==> src/rtl/pdm_pkg.sv <==
// package of register map, field positions and timing constants for the power-mode controller
`default_nettype none
package pdm_pkg;
  // ----------------------------------------------------------------
  // register offsets
  // ----------------------------------------------------------------
  localparam logic [15:0] OFS_TMR_MODE = 16'hFFA6;
  localparam logic [15:0] OFS_TMR_CNT  = 16'hFFA7;
  localparam logic [15:0] OFS_P7_DATA  = 16'hFFDA;
  localparam logic [15:0] OFS_P7_DIR   = 16'hFFEA;
  localparam logic [15:0] OFS_SYSCTL1  = 16'hFFF0;
  localparam logic [15:0] OFS_SYSCTL2  = 16'hFFF1;
  localparam logic [15:0] OFS_IRQ_EN1  = 16'hFFF4;
  localparam logic [15:0] OFS_IRQ_REQ1 = 16'hFFF6;
  localparam logic [15:0] OFS_CORE_CTL = 16'hFFF8;
  localparam logic [15:0] OFS_STATUS   = 16'hFFF9;
  // ----------------------------------------------------------------
  // field positions
  // ----------------------------------------------------------------
  localparam int SC1_STANDBY_BIT   = 7;
  localparam int SC1_WAIT_HI       = 6;
  localparam int SC1_WAIT_LO       = 4;
  localparam int SC2_SLEEP_KIND    = 7;
  localparam int SC2_LOW_SPEED     = 6;
  localparam int SC2_DIRECT        = 5;
  localparam int SC2_ACLK_HI       = 4;
  localparam int SC2_ACLK_LO       = 2;
  localparam int SC2_SCLK_HI       = 1;
  localparam int SC2_SCLK_LO       = 0;
  localparam int IRQ_DT_BIT        = 7;
  localparam int IRQ_TA_BIT        = 6;
  localparam int P7_PIN4           = 4;
  localparam int CORE_SLEEP_BIT    = 0;
  localparam int CORE_IMASK_BIT    = 1;
  // ----------------------------------------------------------------
  // reset values and codes
  // ----------------------------------------------------------------
  localparam logic [7:0] RST_BYTE       = 8'h00;
  localparam logic [7:0] RST_CORE_CTL   = 8'h02;
  localparam logic [7:0] TMR_TIMEBASE   = 8'h19;
  localparam logic [2:0] WAIT_SEL_131K  = 3'h4;
  localparam logic [2:0] ACLK_UNDIVIDED = 3'h3;
  localparam logic [1:0] SCLK_W_DIV8    = 2'h0;
  // ----------------------------------------------------------------
  // timing
  // ----------------------------------------------------------------
  localparam longint CLK_HZ          = 50000000;
  localparam longint TICK_PERIOD_MS  = 500;
  localparam longint TICK_CYCLES     = (CLK_HZ * TICK_PERIOD_MS) / (1000 * 256);
  localparam longint WAIT_STATES_131K = 131072;
  localparam longint WAIT_STATES_DEF  = 8192;
  typedef enum logic [1:0] {PDM_ACTIVE, PDM_SLEEP, PDM_SUBACTIVE, PDM_WAIT} pdm_mode_e;
endpackage
`default_nettype wire

==> src/rtl/pdm_ctrl.sv <==
// power-mode controller: sleep/subactive/active sequencing, timer time base, irq flags, port pin
//
// Decided for this implementation: the address-and-strobe port.
`default_nettype none
module pdm_ctrl #(
  parameter longint TICK_CYC  = pdm_pkg::TICK_CYCLES,
  parameter longint WAIT_LONG = pdm_pkg::WAIT_STATES_131K,
  parameter longint WAIT_DEF  = pdm_pkg::WAIT_STATES_DEF,
  parameter int     IRQ_SRCS  = 4
) (
  input  wire logic                clk_sys,
  input  wire logic                rst_n,
  input  wire logic                external_init_pin_n,
  input  wire logic [15:0]         reg_addr,
  input  wire logic [7:0]          reg_wdata,
  input  wire logic                reg_wr,
  input  wire logic                reg_rd,
  output logic      [7:0]          reg_rdata,
  input  wire logic                sleep_exec,
  input  wire logic [IRQ_SRCS-1:0] ext_irq,
  output logic                     core_halt,
  output logic                     core_irq,
  output logic                     core_reset,
  output logic                     port7_pin4_out,
  output logic                     port7_pin4_oe,
  output logic [2:0]               active_clock_sel,
  output logic [1:0]               subactive_clock_sel,
  output logic                     low_speed_core
);
  // ----------------------------------------------------------------
  // state
  // ----------------------------------------------------------------
  typedef struct packed {
    logic [7:0]          tmr_mode;
    logic [7:0]          tmr_cnt;
    logic [31:0]         presc;
    logic [7:0]          p7_data;
    logic [7:0]          p7_dir;
    logic [7:0]          sc1;
    logic [7:0]          sc2;
    logic [7:0]          ien1;
    logic                flag_dt;
    logic                flag_ta;
    logic                imask;
    pdm_pkg::pdm_mode_e  mode;
    pdm_pkg::pdm_mode_e  wake_to;
    logic [31:0]         wait_cnt;
    logic [1:0]          pin_sync;
    logic                in_reset;
    logic [7:0]          rdata;
    logic                halt;
    logic                irq;
    logic                rst_out;
    logic                pin_out;
    logic                pin_oe;
    logic                low_spd;
  } pdm_state_s;

  pdm_state_s st_r;
  pdm_state_s st_nxt;

  // wait length from select field; values other than 100 use the default
  function automatic logic [31:0] wait_len(input logic [2:0] sel);
    if (sel == pdm_pkg::WAIT_SEL_131K) begin
      wait_len = 32'(WAIT_LONG);
    end else begin
      wait_len = 32'(WAIT_DEF);
    end
  endfunction

  function automatic logic hit(input logic [15:0] a, input logic [15:0] ofs);
    hit = (a == ofs);
  endfunction

  logic       standby_bit;
  logic [2:0] wait_sel;
  logic       sleep_kind;
  logic       low_speed;
  logic       direct_on;
  logic       ta_pending;
  logic       dt_pending;
  logic       ext_pending;
  logic       wake_req;
  logic       pin_low;

  assign standby_bit = st_r.sc1[pdm_pkg::SC1_STANDBY_BIT];
  assign wait_sel    = st_r.sc1[pdm_pkg::SC1_WAIT_HI:pdm_pkg::SC1_WAIT_LO];
  assign sleep_kind  = st_r.sc2[pdm_pkg::SC2_SLEEP_KIND];
  assign low_speed   = st_r.sc2[pdm_pkg::SC2_LOW_SPEED];
  assign direct_on   = st_r.sc2[pdm_pkg::SC2_DIRECT];
  // timer flags gated by their enables; external sources ungated; all by the core mask
  assign ta_pending  = st_r.flag_ta & st_r.ien1[pdm_pkg::IRQ_TA_BIT];
  assign dt_pending  = st_r.flag_dt & st_r.ien1[pdm_pkg::IRQ_DT_BIT];
  assign ext_pending = |ext_irq;
  assign wake_req    = ~st_r.imask & (ta_pending | dt_pending | ext_pending);
  assign pin_low     = ~st_r.pin_sync[1];

  always_comb begin
    st_nxt = st_r;
    // ----------------------------------------------------------------
    // reset pin synchroniser
    // ----------------------------------------------------------------
    st_nxt.pin_sync = {st_r.pin_sync[0], external_init_pin_n};
    // ----------------------------------------------------------------
    // register bus
    // ----------------------------------------------------------------
    st_nxt.rdata = 8'h00;
    if (reg_rd) begin
      if (hit(reg_addr, pdm_pkg::OFS_TMR_MODE)) st_nxt.rdata = st_r.tmr_mode;
      if (hit(reg_addr, pdm_pkg::OFS_TMR_CNT))  st_nxt.rdata = st_r.tmr_cnt;
      if (hit(reg_addr, pdm_pkg::OFS_P7_DATA))  st_nxt.rdata = st_r.p7_data;
      if (hit(reg_addr, pdm_pkg::OFS_P7_DIR))   st_nxt.rdata = st_r.p7_dir;
      if (hit(reg_addr, pdm_pkg::OFS_SYSCTL1))  st_nxt.rdata = st_r.sc1;
      if (hit(reg_addr, pdm_pkg::OFS_SYSCTL2))  st_nxt.rdata = st_r.sc2;
      if (hit(reg_addr, pdm_pkg::OFS_IRQ_EN1))  st_nxt.rdata = st_r.ien1;
      if (hit(reg_addr, pdm_pkg::OFS_IRQ_REQ1)) begin
        st_nxt.rdata = {st_r.flag_dt, st_r.flag_ta, 6'h00};
      end
      if (hit(reg_addr, pdm_pkg::OFS_CORE_CTL)) st_nxt.rdata = {6'h00, st_r.imask, 1'b0};
      if (hit(reg_addr, pdm_pkg::OFS_STATUS))   st_nxt.rdata = {6'h00, 2'(st_r.mode)};
    end
    if (reg_wr) begin
      if (hit(reg_addr, pdm_pkg::OFS_TMR_MODE)) st_nxt.tmr_mode = reg_wdata;
      if (hit(reg_addr, pdm_pkg::OFS_P7_DATA))  st_nxt.p7_data  = reg_wdata;
      if (hit(reg_addr, pdm_pkg::OFS_P7_DIR))   st_nxt.p7_dir   = reg_wdata;
      if (hit(reg_addr, pdm_pkg::OFS_SYSCTL1))  st_nxt.sc1      = reg_wdata;
      if (hit(reg_addr, pdm_pkg::OFS_SYSCTL2))  st_nxt.sc2      = reg_wdata;
      if (hit(reg_addr, pdm_pkg::OFS_IRQ_EN1))  st_nxt.ien1     = reg_wdata;
      if (hit(reg_addr, pdm_pkg::OFS_CORE_CTL)) st_nxt.imask    = reg_wdata[pdm_pkg::CORE_IMASK_BIT];
      // flags clear on a 0 write only; a set in the same cycle wins
      if (hit(reg_addr, pdm_pkg::OFS_IRQ_REQ1)) begin
        if (!reg_wdata[pdm_pkg::IRQ_DT_BIT]) st_nxt.flag_dt = 1'b0;
        if (!reg_wdata[pdm_pkg::IRQ_TA_BIT]) st_nxt.flag_ta = 1'b0;
      end
    end
    // ----------------------------------------------------------------
    // timer time base: counter runs in every mode, sleep included
    // ----------------------------------------------------------------
    // sits after the bus so an overflow beats a clear in the same cycle
    if (st_r.tmr_mode == pdm_pkg::TMR_TIMEBASE) begin
      if (st_r.presc >= 32'(TICK_CYC - 1)) begin
        st_nxt.presc   = 32'h0000_0000;
        st_nxt.tmr_cnt = st_r.tmr_cnt + 8'h01;
        if (st_r.tmr_cnt == 8'hFF) begin
          st_nxt.flag_ta = 1'b1;
        end
      end else begin
        st_nxt.presc = st_r.presc + 32'h0000_0001;
      end
    end else begin
      st_nxt.presc = 32'h0000_0000;
    end
    // ----------------------------------------------------------------
    // mode sequencer
    // ----------------------------------------------------------------
    case (st_r.mode)
      pdm_pkg::PDM_ACTIVE: begin
        if (sleep_exec && !standby_bit && !sleep_kind && !direct_on) begin
          if (low_speed) begin
            st_nxt.mode    = pdm_pkg::PDM_SLEEP;
            st_nxt.wake_to = pdm_pkg::PDM_SUBACTIVE;
          end else begin
            st_nxt.mode    = pdm_pkg::PDM_SLEEP;
            st_nxt.wake_to = pdm_pkg::PDM_ACTIVE;
          end
        end
      end
      pdm_pkg::PDM_SLEEP: begin
        if (wake_req) begin
          st_nxt.mode = st_r.wake_to;
        end
      end
      pdm_pkg::PDM_SUBACTIVE: begin
        if (sleep_exec && !low_speed && direct_on) begin
          st_nxt.mode     = pdm_pkg::PDM_WAIT;
          st_nxt.wait_cnt = wait_len(wait_sel);
        end else if (sleep_exec && !standby_bit && !sleep_kind && !direct_on) begin
          st_nxt.mode    = pdm_pkg::PDM_SLEEP;
          st_nxt.wake_to = pdm_pkg::PDM_SUBACTIVE;
        end
      end
      pdm_pkg::PDM_WAIT: begin
        if (st_r.wait_cnt <= 32'h0000_0001) begin
          st_nxt.mode    = pdm_pkg::PDM_ACTIVE;
          st_nxt.flag_dt = 1'b1;
        end else begin
          st_nxt.wait_cnt = st_r.wait_cnt - 32'h0000_0001;
        end
      end
      default: begin
        st_nxt.mode = pdm_pkg::PDM_ACTIVE;
      end
    endcase
    // ----------------------------------------------------------------
    // reset pin: cancels sleep, core held until the pin rises
    // ----------------------------------------------------------------
    st_nxt.in_reset = pin_low;
    if (pin_low) begin
      st_nxt.mode = pdm_pkg::PDM_ACTIVE;
    end
    // ----------------------------------------------------------------
    // registered outputs
    // ----------------------------------------------------------------
    st_nxt.rst_out = pin_low;
    st_nxt.halt    = (st_nxt.mode == pdm_pkg::PDM_SLEEP) || (st_nxt.mode == pdm_pkg::PDM_WAIT);
    // handling starts only once sleep has ended
    st_nxt.irq     = wake_req && (st_nxt.mode != pdm_pkg::PDM_SLEEP) && !pin_low;
    st_nxt.pin_oe  = st_nxt.p7_dir[pdm_pkg::P7_PIN4];
    st_nxt.pin_out = st_nxt.p7_data[pdm_pkg::P7_PIN4];
    st_nxt.low_spd = (st_nxt.mode == pdm_pkg::PDM_SUBACTIVE);
  end

  always_ff @(posedge clk_sys) begin
    if (!rst_n) begin
      st_r          <= '0;
      st_r.imask    <= pdm_pkg::RST_CORE_CTL[pdm_pkg::CORE_IMASK_BIT];
      st_r.pin_sync <= 2'h3;
      st_r.mode     <= pdm_pkg::PDM_ACTIVE;
      st_r.wake_to  <= pdm_pkg::PDM_ACTIVE;
    end else begin
      st_r <= st_nxt;
    end
  end

  assign reg_rdata           = st_r.rdata;
  assign core_halt           = st_r.halt;
  assign core_irq            = st_r.irq;
  assign core_reset          = st_r.rst_out;
  assign port7_pin4_out      = st_r.pin_out;
  assign port7_pin4_oe       = st_r.pin_oe;
  // clock selects feed the clock generator; undivided and w/8 codes in the package
  assign active_clock_sel    = st_r.sc2[pdm_pkg::SC2_ACLK_HI:pdm_pkg::SC2_ACLK_LO];
  assign subactive_clock_sel = st_r.sc2[pdm_pkg::SC2_SCLK_HI:pdm_pkg::SC2_SCLK_LO];
  assign low_speed_core      = st_r.low_spd;
endmodule
`default_nettype wire

==> config.mk <==
export PLATFORM = sky130hd
export DESIGN_NAME = pdm_ctrl
export DESIGN_NICKNAME = d
export VERILOG_FILES = /design/src/rtl/pdm_pkg.sv /design/src/rtl/pdm_ctrl.sv
export SDC_FILE = /design/constraint.sdc
export NUM_CORES = 1
export LEC_CHECK = 0
export BUFFER_PORTS_ARGS = -buffer_cell sky130_fd_sc_hd__buf_2
export CAP_MARGIN = 20
export CELL_PAD_IN_SITES_DETAIL_PLACEMENT = 1
export CELL_PAD_IN_SITES_GLOBAL_PLACEMENT = 2
export CORE_ASPECT_RATIO = 1.1
export CORE_UTILIZATION = 36
export CTS_CLUSTER_DIAMETER = 200
export DETAILED_ROUTE_END_ITERATION = 8
export PLACE_DENSITY = 0.76
export SLEW_MARGIN = 20
export SYNTH_ARGS = -nofsm -noshare
export SYNTH_HDL_FRONTEND = slang
export SYNTH_SLANG_ARGS = --single-unit
==> constraint.sdc <==
create_clock -name clk_sys -period 2.9 [get_ports clk_sys]
set_clock_uncertainty 0.2 [all_clocks]
set_input_delay 0.145 -clock clk_sys [delete_from_list [all_inputs] [get_ports clk_sys]]
set_output_delay 0.145 -clock clk_sys [all_outputs]
set_load 0.02 [all_outputs]
Word-level counts from Yosys, hierarchy flattened

Index checks and enable logic that the tools add are counted.
W data, S select, Z words.

Register bits after elaboration: 141
Output and inout bits: 19
Bits of input ports: 34

Reduce and logical (&&, ||, !) cells: 30
Multiplexer cells: 34
Order comparisons: 2
Equality and inequality tests: 25
Add/subtract/negate cells: 3
Bitwise gates (word level): 10

Operators with widths:

| kind                    | number |
|---|---|
| $eq A16 B16 Y1 const B  | 10 |
| $mux W32                | 2 |
| $mux W8                 | 8 |
| $pmux W32 S2            | 1 |
| $add A32 B1 Y32 const B | 1 |
| $ge A32 B17 Y1 const B  | 1 |
| $le A32 B1 Y1 const B   | 1 |
| $sub A32 B1 Y32 const B | 1 |
| $mux W18                | 1 |
| $mux W2                 | 9 |
| $reduce_and A2 Y1       | 9 |
| $ne A2 B2 Y1 const B    | 5 |
| $add A8 B1 Y8 const B   | 1 |
| $eq A2 B2 Y1 const B    | 4 |
| $eq A8 B5 Y1 const B    | 1 |
| $eq A8 B8 Y1 const B    | 1 |
| $mux W1                 | 8 |
| $mux W4                 | 2 |
| $pmux W2 S4             | 1 |
| $reduce_or A4 Y1        | 2 |
| $logic_and A1 B1 Y1     | 7 |
| $not A1 Y1              | 5 |
| $reduce_or A5 Y1        | 1 |
| $eq A2 B1 Y1 const B    | 2 |
| 13 further kinds        | 20 |

Longest topological paths before layout

Gate-level depths: netlist of the first run.

Depth after elaboration: 11
Gate-level depth with buffers: 9
Mapped depth without buffers: 8

Worst setup path after synthesis of the first run

Ideal clock, no wire load.

Kind: register -> register
From: register st_r[36] in the netlist's numbering
To: register st_r[19] in the netlist's numbering
Data required time: 2.573 ns
Stages on the path, launching flop included: 8
Setup time: 0.127 ns
Data arrival time: 2.014 ns
Slack: 0.559 ns
Path buffers: 1
Cell sequence: dfxtp_1 -> or4_4 -> nand4bb_4 -> o31ai_4 -> buf_4 -> a21boi_0 -> xnor2_1 -> nor2_1

Longest elaborated chain between the ends: 3

RTL lines:

| what                               | RTL line        | text |
|---|---|---|
| start: declaration                 | pdm_ctrl.sv:59  | `pdm_state_s st_r;` |
| start signal: assignment           | pdm_ctrl.sv:221 | `st_r <= st_nxt;` |
| $le A32 B1 Y1                      | pdm_ctrl.sv:183 | `if (st_r.wait_cnt <= 32'h0000_0001) begin` |
| $ne A2 B2 Y1 (no source line)      | --              |  |
| $reduce_and A3 Y1 (no source line) | --              |  |

Every way passes these cells.
A chain may end at the register's enable or synchronous reset.

Final worst setup path of the first run

From: register st_r[52] in the netlist's numbering
To: register st_r[24] in the netlist's numbering

Longest elaborated chain between the ends: 3
Elaborated cells between the ends (all ways): 7

RTL lines:

| what                                                                       | RTL line        | text |
|---|---|---|
| $eq A2 B2 Y1                                                               | pdm_ctrl.sv:156 | `case (st_r.mode)` |
| $ne A2 B2 Y1 (no source line) / $reduce_bool A2 Y1 (equally long branches) | --              |  |
| $reduce_and A3 Y1 (no source line)                                         | --              |  |

Parallel ways exist; a longest one is shown, timed or not.

==> results of run 1 <==
==> flip-flops by register name, summed over array words and instances (netlist names) <==
| register | cells |
|---|---|
| st_r | 118 |
| sleep_kind | 1 |
| core_reset | 1 |
| st_nxt | 1 |
| core_irq | 1 |
| low_speed | 1 |
| core_halt | 1 |
| active_clock_sel | 3 |
| direct_on | 1 |
| low_speed_core | 1 |
| subactive_clock_sel | 2 |
| reg_rdata | 8 |
==> cells in the final DEF (no fill, tap or decap), types with 4 or more instances in the layout <==
cell type and count:
sky130_fd_sc_hd__o31ai_1 6, sky130_fd_sc_hd__dlygate4sd3_1 12, sky130_fd_sc_hd__inv_6 4, sky130_fd_sc_hd__mux2i_1 11, sky130_fd_sc_hd__xor2_1 15, sky130_fd_sc_hd__nand2b_1 6
sky130_fd_sc_hd__buf_2 52, sky130_fd_sc_hd__inv_1 10, sky130_fd_sc_hd__buf_4 28, sky130_fd_sc_hd__nand2_1 94, sky130_fd_sc_hd__nor3_1 13, sky130_fd_sc_hd__clkbuf_16 17
sky130_fd_sc_hd__xnor2_1 28, sky130_fd_sc_hd__mux2_2 11, sky130_fd_sc_hd__a22oi_1 9, sky130_fd_sc_hd__dfxtp_1 139, sky130_fd_sc_hd__a211oi_1 8, sky130_fd_sc_hd__conb_1 15
sky130_fd_sc_hd__nor4b_1 4, sky130_fd_sc_hd__nand4_1 13, sky130_fd_sc_hd__a21oi_1 71, sky130_fd_sc_hd__nor2b_1 7, sky130_fd_sc_hd__nor2_1 89, sky130_fd_sc_hd__clkbuf_8 4
sky130_fd_sc_hd__a2111oi_0 7, sky130_fd_sc_hd__and3_1 8, sky130_fd_sc_hd__o21ai_0 8, sky130_fd_sc_hd__ha_1 4, sky130_fd_sc_hd__and2_1 8, sky130_fd_sc_hd__nor4_1 10
sky130_fd_sc_hd__or4_1 6, sky130_fd_sc_hd__nand3b_1 4, sky130_fd_sc_hd__nand3_1 55
==> kinds of logic after synthesis <==
family	after synthesis	synth area share
compound gates	135	0.139
xor+xnor	43	0.0604
fa+ha+maj	4	0.00803
buf+inv	55	0.0428
flops	139	0.446
mux	22	0.0375
other cells	1	0.000602
simple gates	335	0.265
==> cell usage after synthesis, types with 3 or more instances <==
library cell                instances  area share
sky130_fd_sc_hd__a221oi_1           3      0.0042
sky130_fd_sc_hd__buf_4             15       0.018
sky130_fd_sc_hd__a22oi_1            9       0.011
sky130_fd_sc_hd__nand3_1           55       0.044
sky130_fd_sc_hd__nor4_1            10       0.010
sky130_fd_sc_hd__buf_2              3      0.0024
sky130_fd_sc_hd__nand2_1           94       0.057
sky130_fd_sc_hd__nor2b_1            7      0.0070
sky130_fd_sc_hd__and3_1             8      0.0080
sky130_fd_sc_hd__xor2_1            15       0.021
sky130_fd_sc_hd__ha_1               4      0.0080
sky130_fd_sc_hd__xnor2_1           28       0.039
sky130_fd_sc_hd__or4_1              6      0.0072
sky130_fd_sc_hd__and2_1             8      0.0080
sky130_fd_sc_hd__a222oi_1           3      0.0048
sky130_fd_sc_hd__a2111oi_0          7      0.0098
sky130_fd_sc_hd__o31ai_1            6      0.0072
sky130_fd_sc_hd__dfxtp_1          139        0.45
sky130_fd_sc_hd__a211oi_1           8      0.0096
sky130_fd_sc_hd__clkbuf_1          25       0.015
sky130_fd_sc_hd__or3_1              3      0.0030
sky130_fd_sc_hd__nor3_2             3      0.0048
sky130_fd_sc_hd__o21ai_0            8      0.0064
sky130_fd_sc_hd__or2_2              3      0.0030
sky130_fd_sc_hd__o211ai_1           3      0.0036
sky130_fd_sc_hd__nor4b_1            4      0.0056
sky130_fd_sc_hd__nand3b_1           4      0.0048
sky130_fd_sc_hd__nand2b_1           6      0.0060
sky130_fd_sc_hd__a21oi_1           71       0.057
sky130_fd_sc_hd__mux2i_1           11       0.018
sky130_fd_sc_hd__mux2_2            11       0.020
sky130_fd_sc_hd__inv_1             10      0.0060
sky130_fd_sc_hd__nand4_1           13       0.013
sky130_fd_sc_hd__nor3_1            13       0.010
sky130_fd_sc_hd__nor2_1            89       0.054
==> stage by stage <==
| step | total power [mW] | area, um2 | hold WS, ns | std cells | setup slack (ns) |
|---|---|---|---|---|---|
| 5_1_grt | 4.55 | 7580 | 0.0811 | 1062 | 0.139 |
| 4_1_cts | 4.45 | 7550 | 0.0228 | 1058 | 0.0405 |
| 3_5_place_dp | 2.10 | 6790 | 0.130 | 1014 | 0.0574 |
| 2_1_floorplan | 2.04 | 6290 | 0.0465 | 748 | 0.559 |
| 6_report | 4.40 | 7580 | 0.0270 | 1062 | 0.325 |
| 3_3_place_gp | 2.10 | 6790 | 0.124 | 1014 | 0.170 |
==> cell type report <==
class / instances / area, um2
repair buffers: 92 / 591
inverters: 11 / 41.3
clock inverters: 11 / 154
flip-flops and latches: 139 / 2780
fillers: 2039 / 9380
well taps: 234 / 293
clock buffers: 21 / 480
multi-input cells: 554 / 3240
==> worst paths after layout <==
check	from	to	cells after the start
max	st_r[52]$_SDFF_PN0_	st_r[24]$_SDFFE_PN0P_	6
min	reg_wr	subactive_clock_sel[0]$_SDFFE_PN0P_	5
max reg2reg	st_r[52]$_SDFF_PN0_	st_r[24]$_SDFFE_PN0P_	6
min reg2reg	st_r[16]$_SDFF_PN1_	core_reset$_SDFF_PN0_	1
==> per-layer routing <==
layer / track usage / up-vias / share of wire
met4: 0.0921 / 0 / 0.026
met1: 0.254 / 2778 / 0.43
met2: 0.384 / 103 / 0.51
li1: - / 2719 / -
met5: 0 / - / 0
met3: 0.0378 / 29 / 0.032
==> power groups by stage <==
stage	clock network, mW	registers [mW]	logic [mW]
2_1_floorplan	0	1.97	0.0622
3_3_place_gp	0	1.97	0.130
3_5_place_dp	0	1.97	0.131
4_1_cts	2.37	1.93	0.145
5_1_grt	2.46	1.93	0.158
6_report	2.33	1.93	0.145
==> what timing repair did <==
action / in CTS / in global routing
hold endpoints to repair: 56 / 0
endpoints found under the setup margin: 0 / 5
setup buffers: 0 / 4
hold buffers: 12 / 0
==> worst max-delay path: stages (launching register included) <==
cell	delay, ns
sky130_fd_sc_hd__dfxtp_1	0.45
sky130_fd_sc_hd__nand2b_1	0.11
sky130_fd_sc_hd__or3_1	0.67
sky130_fd_sc_hd__buf_4	0.30
sky130_fd_sc_hd__a2111oi_0	0.51
sky130_fd_sc_hd__xnor2_1	0.18
sky130_fd_sc_hd__nor2_1	0.05
==> flow_metrics.env, run 1 <==
export IMPL_cts_buffers_inserted=17
export IMPL_worst_endpoint_arrival_ns=2.69
export IMPL_avgSynthCellArea_um2=8.49
export IMPL_crit_required_ns=3.01
export IMPL_die_area_um2=17800
export IMPL_place_port_buffers=52
export IMPL_cts_tree="done"
export IMPL_p_comb_frac=0.033
export IMPL_seq_power_share=0.439
export IMPL_synth_async_sr_flop_share=0
export IMPL_power_switching_uw=970
export IMPL_grt_overflow=0
export IMPL_detail_route_antenna_nets=0
export IMPL_final_max_slew_violation_count=0
export IMPL_floorplan_die_height_um=140
export IMPL_ys_flop_type="sky130_fd_sc_hd__dfxtp_1"
export IMPL_min_period_over_period=0.888
export IMPL_place_detailed_hpwl_um=12800
export IMPL_clock_tree_root_cell="sky130_fd_sc_hd__clkbuf_16"
export IMPL_finalSetupViolCount=0
export IMPL_synth_warnings=0
export IMPL_cts_clk_slew_worst_paths_ns=0.06
export IMPL_gp_routability_congestion=0.805
export IMPL_synthToLayoutAreaGrowth_pct=21.6
export IMPL_synth_distinct_cells=58
export IMPL_drc_errors=0
export IMPL_first_global_vias=5905
export IMPL_drive_gt1_frac=0.168
export IMPL_slew_headroom=0.506
export IMPL_num_rows=50
export IMPL_critical_path_startpoint_type="register"
export IMPL_min_delay_path_class="in2reg"
export IMPL_maximum_resistive_drop_on_vdd_v=0.000398
export IMPL_finalNetCount=853
export IMPL_post_synth_instance_area_um2=6230
export IMPL_power_density_nw_per_um2=581
export IMPL_setup_worst_path_class="reg2reg"
export IMPL_grt_max_degree=36
export IMPL_route_vias_total=5629
export IMPL_initial_utilization=0.368
export IMPL_initialDrtViolationCount=284
export IMPL_run_status="finished, final reports clean"
export IMPL_timing_hold_violations_final=0
export IMPL_regToRegSetupSlack_ns=0.32
export IMPL_grt_pass1_wl_um=30100
export IMPL_drt_pass1_iterations=5
export IMPL_avgRoutedWirePerCell_um=17.1
export IMPL_grt_antenna_before_repair=0
export IMPL_timing_worst_slew_pin_value_ns=0.736
export IMPL_core_area_um2=17000
export IMPL_maximum_net_fanout_on_the_critical_path=19
export IMPL_post_cts_resized=0
export IMPL_seq_area_frac_synth=0.446
export IMPL_cts_sinks=139
export IMPL_clk_insertion_delay_late_ns=0.42
export IMPL_track_usage=0.216
export IMPL_unrepaired_setup_endpoints_after_global_routing="false"
export IMPL_max_clock_path_buffers=2
export IMPL_power_switching_share=0.221
export IMPL_clock_power_share=0.528
export IMPL_routed_wl_um=18200
export IMPL_post_route_min_period_ns=2.58
export IMPL_max_clock_freq_mhz=388
export IMPL_fp_dieW_um=127
export IMPL_max_cap_violations=0
export IMPL_number_of_levels_in_the_clock_h_tree=4
export IMPL_synthCells=734
export IMPL_floorplan_io_pins=53
export IMPL_via_cell_ratio=5.30
export IMPL_ff_latch_count_synth=139
export IMPL_leakage_nw=2.78
export IMPL_setup_tns_ns=0
export IMPL_finalCoreUtilization=0.447
export IMPL_end_kind="register"
export IMPL_p_int_mw=3.43
export IMPL_n_antenna_cell=0
export IMPL_synth_enable_flop_cells=0
No activity file was read; power rests on OpenSTA's default activity.
==> inputs of run 2 (changes only) <==
CELL_PAD_IN_SITES_DETAIL_PLACEMENT = not set   (was 1)
CELL_PAD_IN_SITES_GLOBAL_PLACEMENT = not set   (was 2)
CORE_UTILIZATION = 59   (was 36)
clock period = 2.5 ns   (was 2.9 ns; I/O delays follow)
==> run 2 against run 1 <==
Net effect: critical path depth grew 1; utilization grew 28 points; sequential power grew 16%; design area shrank 0.21%; routed wire length shrank 17%; critical endpoint is now st_r[38]$_SDFFE_PN0P_; worst setup slack lost 0.25 ns; combinational power grew 21%; highest routed layer unchanged; die area shrank 38%; clock power grew 12%.
==> flow_metrics.env, run 2 (same netlist as run 1, synthesis figures left out) <==
export IMPL_report_power_total_mw=5.03
export IMPL_run_status="finished, final reports clean"
export IMPL_via_cell_ratio=5.71
export IMPL_initial_utilization=0.603
export IMPL_multi_input_comb_area_um2=3260
export IMPL_slew_headroom=0.527
export IMPL_worstSetupEndpoint="st_r[38]$_SDFFE_PN0P_"
export IMPL_cts_buffers_inserted=17
export IMPL_layout_cells_most_common_list="sky130_fd_sc_hd__dfxtp_1 (139), sky130_fd_sc_hd__nand2_1 (94), sky130_fd_sc_hd__nor2_1 (88), sky130_fd_sc_hd__a21oi_1 (71), sky130_fd_sc_hd__nand3_1 (54)"
export IMPL_routed_wl_um=15100
export IMPL_finalSetupViolCount=0
export IMPL_layout_filler_cells=757
export IMPL_min_period_over_period=0.971
export IMPL_grt_overflow=0
export IMPL_crit_reg2reg_launch="st_r[36]$_SDFFE_PN0P_"
export IMPL_post_route_min_period_ns=2.43
export IMPL_fp_dieW_um=100
export IMPL_path_buf_inv=1
export IMPL_core_area_um2=10300
export IMPL_cell_breakdown_of_the_critical_path="or4_4 > nand4bb_4 > o31ai_4 > buf_4 > a21oi_2 > a211o_1 > nand2_1"
export IMPL_end_kind="register"
export IMPL_maximum_net_fanout_on_the_critical_path=6
export IMPL_regToRegSetupSlack_ns=0.07
export IMPL_crit_required_ns=2.66
export IMPL_cp_top_family="simple AND/OR/NAND/NOR gates"
export IMPL_floorplan_io_pins=53
export IMPL_critical_path_startpoint_type="register"
export IMPL_detail_route_antenna_nets=0
export IMPL_leakage_nw=2.83
export IMPL_timing_worst_slew_pin_value_ns=0.706
export IMPL_design_area_um2=7560
export IMPL_number_of_levels_in_the_clock_h_tree=4
export IMPL_setup_tns_ns=0
export IMPL_num_rows=39
export IMPL_finalCoreUtilization=0.731
export IMPL_grt_pass1_wl_um=24500
export IMPL_n_antenna_cell=0
export IMPL_cts_clk_slew_worst_paths_ns=0.06
export IMPL_route_vias_total=5594
export IMPL_cp_num_cells=7
export IMPL_place_detailed_hpwl_um=10300
export IMPL_regArea_um2=2780
export IMPL_largest_register_ffs=118
export IMPL_timing_hold_violations_final=0
export IMPL_max_cap_violations=0
export IMPL_min_delay_path_class="in2reg"
export IMPL_max_clock_freq_mhz=412
export IMPL_finalNetCount=862
export IMPL_max_stage_delay_ns=0.58
export IMPL_avgRoutedWirePerCell_um=15.5
export IMPL_hold_slack_ns=0.0346
export IMPL_final_max_slew_violation_count=0
export IMPL_cpMaxStageDelayCell="sky130_fd_sc_hd__or4_4"
export IMPL_gp_routability_congestion=0.940
export IMPL_r2r_cells=7
export IMPL_floorplan_die_height_um=110
export IMPL_max_flop_register="st_r"
export IMPL_drt_pass1_iterations=8
export IMPL_first_global_vias=5244
export IMPL_track_usage=0.284
export IMPL_max_clock_path_buffers=2
export IMPL_dpl_instance_area_um2=6760
export IMPL_cts_tree="done"
export IMPL_die_area_um2=11000
export IMPL_power_density_nw_per_um2=665
export IMPL_critical_path_startpoint="st_r[36]$_SDFFE_PN0P_"
export IMPL_drive_gt1_frac=0.179
export IMPL_layout_cells_most_common="sky130_fd_sc_hd__dfxtp_1"
export IMPL_initialDrtViolationCount=331
export IMPL_grt_max_degree=30
export IMPL_reg2reg_to="st_r[38]$_SDFFE_PN0P_"
export IMPL_place_port_buffers=52
export IMPL_maximum_resistive_drop_on_vdd_v=0.000393
export IMPL_unrepaired_setup_endpoints_after_global_routing="false"
export IMPL_grt_antenna_before_repair=0
export IMPL_synthToLayoutAreaGrowth_pct=21.3
export IMPL_clock_tree_root_cell="sky130_fd_sc_hd__clkbuf_16"
export IMPL_clk_insertion_delay_late_ns=0.41
export IMPL_worst_endpoint_arrival_ns=2.59
export IMPL_cts_sinks=139
export IMPL_drc_errors=0
export IMPL_setup_worst_path_class="reg2reg"
-- run 2: cell count changes in the layout (fill, tap and decap cells not counted), moves of 2 or more --
cell                            change
sky130_fd_sc_hd__dlygate4sd3_1      +2
sky130_fd_sc_hd__clkinv_2           +4
sky130_fd_sc_hd__a2111oi_0          -3
sky130_fd_sc_hd__clkbuf_1           +2
sky130_fd_sc_hd__clkbuf_8           -3
sky130_fd_sc_hd__a2111oi_1          +2
sky130_fd_sc_hd__inv_6              -3
sky130_fd_sc_hd__buf_4              +5
-- run 2: worst register-to-register path: cells and delay by family (launching register included) --
kind	cells	cell delay, ns
buffers and inverters	1	0.20
AOI/OAI and AO/OA	3	0.74
DFF	1	0.34
and+or+nand+nor	3	0.88
-- run 2: layer usage --
layer / up-vias / share of wire / GRT usage / routed length, um
met2: 195 / 0.50 / 0.503 / 7530
met1: 2619 / 0.42 / 0.334 / 6430
li1: 2750 / - / - / -
met4: 0 / 0.025 / 0.136 / 383
met5: - / 0 / 0 / 0
met3: 30 / 0.053 / 0.0502 / 807
-- run 2: power breakdown --
part           internal, mW  leakage (nW)  switching (mW)
Clock                  1.69         0.304           0.928
Sequential             2.23          1.13         0.00479
Combinational        0.0670          1.40           0.108
Total                  3.99          2.83            1.04
-- run 2: worst min-delay path by stage --
stage	depth (start not counted)	startpoint	slack, ns	to
after floorplan	1	external_init_pin_n	0.03	st_nxt[16]$_SDFF_PN1_
after global placement	2	external_init_pin_n	0.11	st_nxt[16]$_SDFF_PN1_
after detailed placement	2	external_init_pin_n	0.11	st_nxt[16]$_SDFF_PN1_
after CTS	5	reg_addr[5]	0.02	reg_rdata[3]$_SDFF_PP0_
after global routing	5	reg_addr[5]	0.06	reg_rdata[3]$_SDFF_PP0_
final	5	reg_addr[5]	0.03	reg_rdata[3]$_SDFF_PP0_
-- run 2: final cells by class --
cell class | count | share of cell area
Sequential cell | 139 | 0.368
Multi-Input combinational cell | 554 | 0.432
Inverter | 11 | 0.00546
Timing Repair Buffer | 101 | 0.0898
Clock buffer | 20 | 0.0591
Tap cell | 143 | 0.0237
Clock inverter | 12 | 0.0225
-- run 2: timing repair --
item,4_1_cts,5_1_grt
endpoints found under the hold margin,57,0
hold buffers,14,0
setup endpoints to repair,3,16
setup buffers,0,2
pin swaps,1,0
resized for setup,0,10
-- run 2: metrics by stage --
step | setup slack, ns | instances
3_3_place_gp | 0.0806 | 932
2_1_floorplan | 0.159 | 748
6_report | 0.0715 | 980
4_1_cts | 0.0463 | 978
3_5_place_dp | 0.0172 | 932
5_1_grt | 0.00567 | 980
==> inputs of run 3 (changes only) <==
ABC_CLOCK_PERIOD_IN_PS = 2500   (was not set)
CELL_PAD_IN_SITES_DETAIL_PLACEMENT = 0   (was not set)
CELL_PAD_IN_SITES_GLOBAL_PLACEMENT = 1   (was not set)
CORE_UTILIZATION = 45   (was 59)
GPL_ROUTABILITY_DRIVEN = 1   (was not set)
==> run 3 against run 2 <==
Net effect: combinational power is essentially flat; worst setup slack improved by 0.032 ns; die area increased by 30%; clock power increased by 7%; total power increased by 3.5%; utilization decreased by 16 points; critical path type unchanged.
==> flow_metrics.env, run 3 (same netlist as run 1, synthesis figures left out) <==
export IMPL_grt_met2_usage=0.415
export IMPL_power_density_nw_per_um2=679
export IMPL_grt_antenna_before_repair=0
export IMPL_globalRoute_busiestLayer="met2"
export IMPL_worst_slack_ns=0.104
export IMPL_path_buf_inv=1
export IMPL_detailedPlace_worstSlack_ns=0.0576
export IMPL_crit_required_ns=2.67
export IMPL_cts_setup_buffers=0
export IMPL_drc_errors=0
export IMPL_grt_max_degree=38
export IMPL_timing_hold_violations_final=0
export IMPL_post_route_min_period_ns=2.40
export IMPL_final_max_slew_violation_count=0
export IMPL_initialDrtViolationCount=337
export IMPL_max_cap_violations=0
export IMPL_maximum_resistive_drop_on_vdd_v=0.000598
export IMPL_max_clock_path_buffers=2
export IMPL_floorplan_die_height_um=125
export IMPL_worst_endpoint_arrival_ns=2.56
export IMPL_cts_sinks=139
export IMPL_drt_pass1_iterations=5
export IMPL_run_status="finished, final reports clean"
export IMPL_max_clock_freq_mhz=417
export IMPL_cts_buffers_inserted=17
export IMPL_layout_filler_cells=1277
export IMPL_max_flop_register="st_r"
export IMPL_n_antenna_cell=0
export IMPL_largest_register_ffs=118
export IMPL_unrepaired_setup_endpoints_after_global_routing="true"
export IMPL_place_port_buffers=52
export IMPL_finalNetCount=862
export IMPL_regToRegSetupSlack_ns=0.10
export IMPL_grt_pass1_wl_um=26300
export IMPL_max_stage_delay_ns=0.59
export IMPL_end_kind="register"
export IMPL_track_usage=0.235
export IMPL_clk_insertion_delay_late_ns=0.42
export IMPL_fp_dieW_um=114
export IMPL_cpMaxStageDelayCell="sky130_fd_sc_hd__or4_4"
export IMPL_slew_headroom=0.620
export IMPL_gp_routability_congestion=0.925
export IMPL_cts_clk_slew_worst_paths_ns=0.06
export IMPL_maximum_net_fanout_on_the_critical_path=14
export IMPL_grt_overflow=0
export IMPL_number_of_levels_in_the_clock_h_tree=4
export IMPL_routed_wl_um=15800
export IMPL_floorplan_io_pins=53
export IMPL_die_area_um2=14300
export IMPL_critical_path_startpoint_type="register"
export IMPL_initial_utilization=0.466
export IMPL_first_global_vias=5285
export IMPL_timing_worst_slew_pin_value_ns=0.555
export IMPL_cp_top_family="simple AND/OR/NAND/NOR gates"
export IMPL_setup_worst_path_class="reg2reg"
export IMPL_place_detailed_hpwl_um=11100
export IMPL_clock_tree_root_cell="sky130_fd_sc_hd__clkbuf_16"
export IMPL_drive_gt1_frac=0.177
export IMPL_avgRoutedWirePerCell_um=15.5
export IMPL_cts_tree="done"
export IMPL_detail_route_antenna_nets=0
export IMPL_core_area_um2=13400
export IMPL_finalSetupViolCount=0
export IMPL_min_delay_path_class="in2reg"
export IMPL_min_period_over_period=0.959
export IMPL_layout_cells_most_common="sky130_fd_sc_hd__dfxtp_1"
export IMPL_layout_cells_most_common_list="sky130_fd_sc_hd__dfxtp_1 (139), sky130_fd_sc_hd__nand2_1 (94), sky130_fd_sc_hd__nor2_1 (88), sky130_fd_sc_hd__a21oi_1 (71), sky130_fd_sc_hd__nand3_1 (55)"
export IMPL_hold_slack_ns=0.0374
export IMPL_route_vias_total=5524
export IMPL_leakage_nw=2.84
export IMPL_synthToLayoutAreaGrowth_pct=23.1
export IMPL_grt_met1_usage=0.288
export IMPL_grt_util_met3=0.0397
export IMPL_num_rows=44
export IMPL_setup_tns_ns=0
export IMPL_finalCoreUtilization=0.574
export IMPL_cell_breakdown_of_the_critical_path="or4_4 > nand4bb_4 > o31ai_4 > buf_6 > nand2_1 > nor3_2 > and2_1"
export IMPL_via_cell_ratio=5.41
run 3: cell type report:
| type | instances | area (um2) | share of cell area |
|---|---|---|---|
| clock buffer | 22 | 474 | 0.0618 |
| multi-input combinational | 554 | 3260 | 0.424 |
| clock inverter | 10 | 188 | 0.0244 |
| tap | 184 | 230 | 0.0300 |
| inverter | 11 | 41.3 | 0.00538 |
| sequential | 139 | 2780 | 0.363 |
| timing repair buffer | 101 | 704 | 0.0918 |
run 3: through the flow:
step	power (mW)	cells	area [um2]
after floorplan	2.36	748	6290
after global placement	2.44	975	6850
after detailed placement	2.44	975	6850
after CTS	5.25	1021	7650
after global routing	5.37	1021	7680
final	5.21	1021	7680
run 3: per-layer routing:
metal,part of all wire,wire length (um)
met5,0,0
met4,0.012,191
met3,0.033,520
met2,0.51,8100
met1,0.44,7020
run 3: what timing repair did:
| item | CTS | global route |
|---|---|---|
| resized for setup | 0 | 9 |
| hold buffers | 14 | 0 |
| endpoints found under the hold margin | 57 | 0 |
| setup endpoints to repair | 0 | 12 |
run 3: worst register-to-register path, delay by kind of cell (launching register included):
family                 cells  cell delay (ns)
AOI/OAI and AO/OA          1             0.32
buffers and inverters      1             0.20
DFF                        1             0.35
and+or+nand+nor            5             1.29
run 3: path summary, 6_finish.rpt:
kind                                            start                        end  depth (start not counted)
worst max-delay path            st_r[36]$_SDFFE_PN0P_  low_speed_core$_SDFF_PN0_                          7
worst min-delay path                      reg_addr[5]    reg_rdata[3]$_SDFF_PP0_                          5
worst max register to register  st_r[36]$_SDFFE_PN0P_  low_speed_core$_SDFF_PN0_                          7
worst min register to register  st_nxt[16]$_SDFF_PN1_        st_r[16]$_SDFF_PN1_                          1
run 3: report_power, final:
| group | total, mW | switching, mW | internal, mW |
|---|---|---|---|
| registers | 2.24 | 0.00500 | 2.23 |
| clock network | 2.80 | 0.944 | 1.85 |
| logic | 0.175 | 0.110 | 0.0653 |
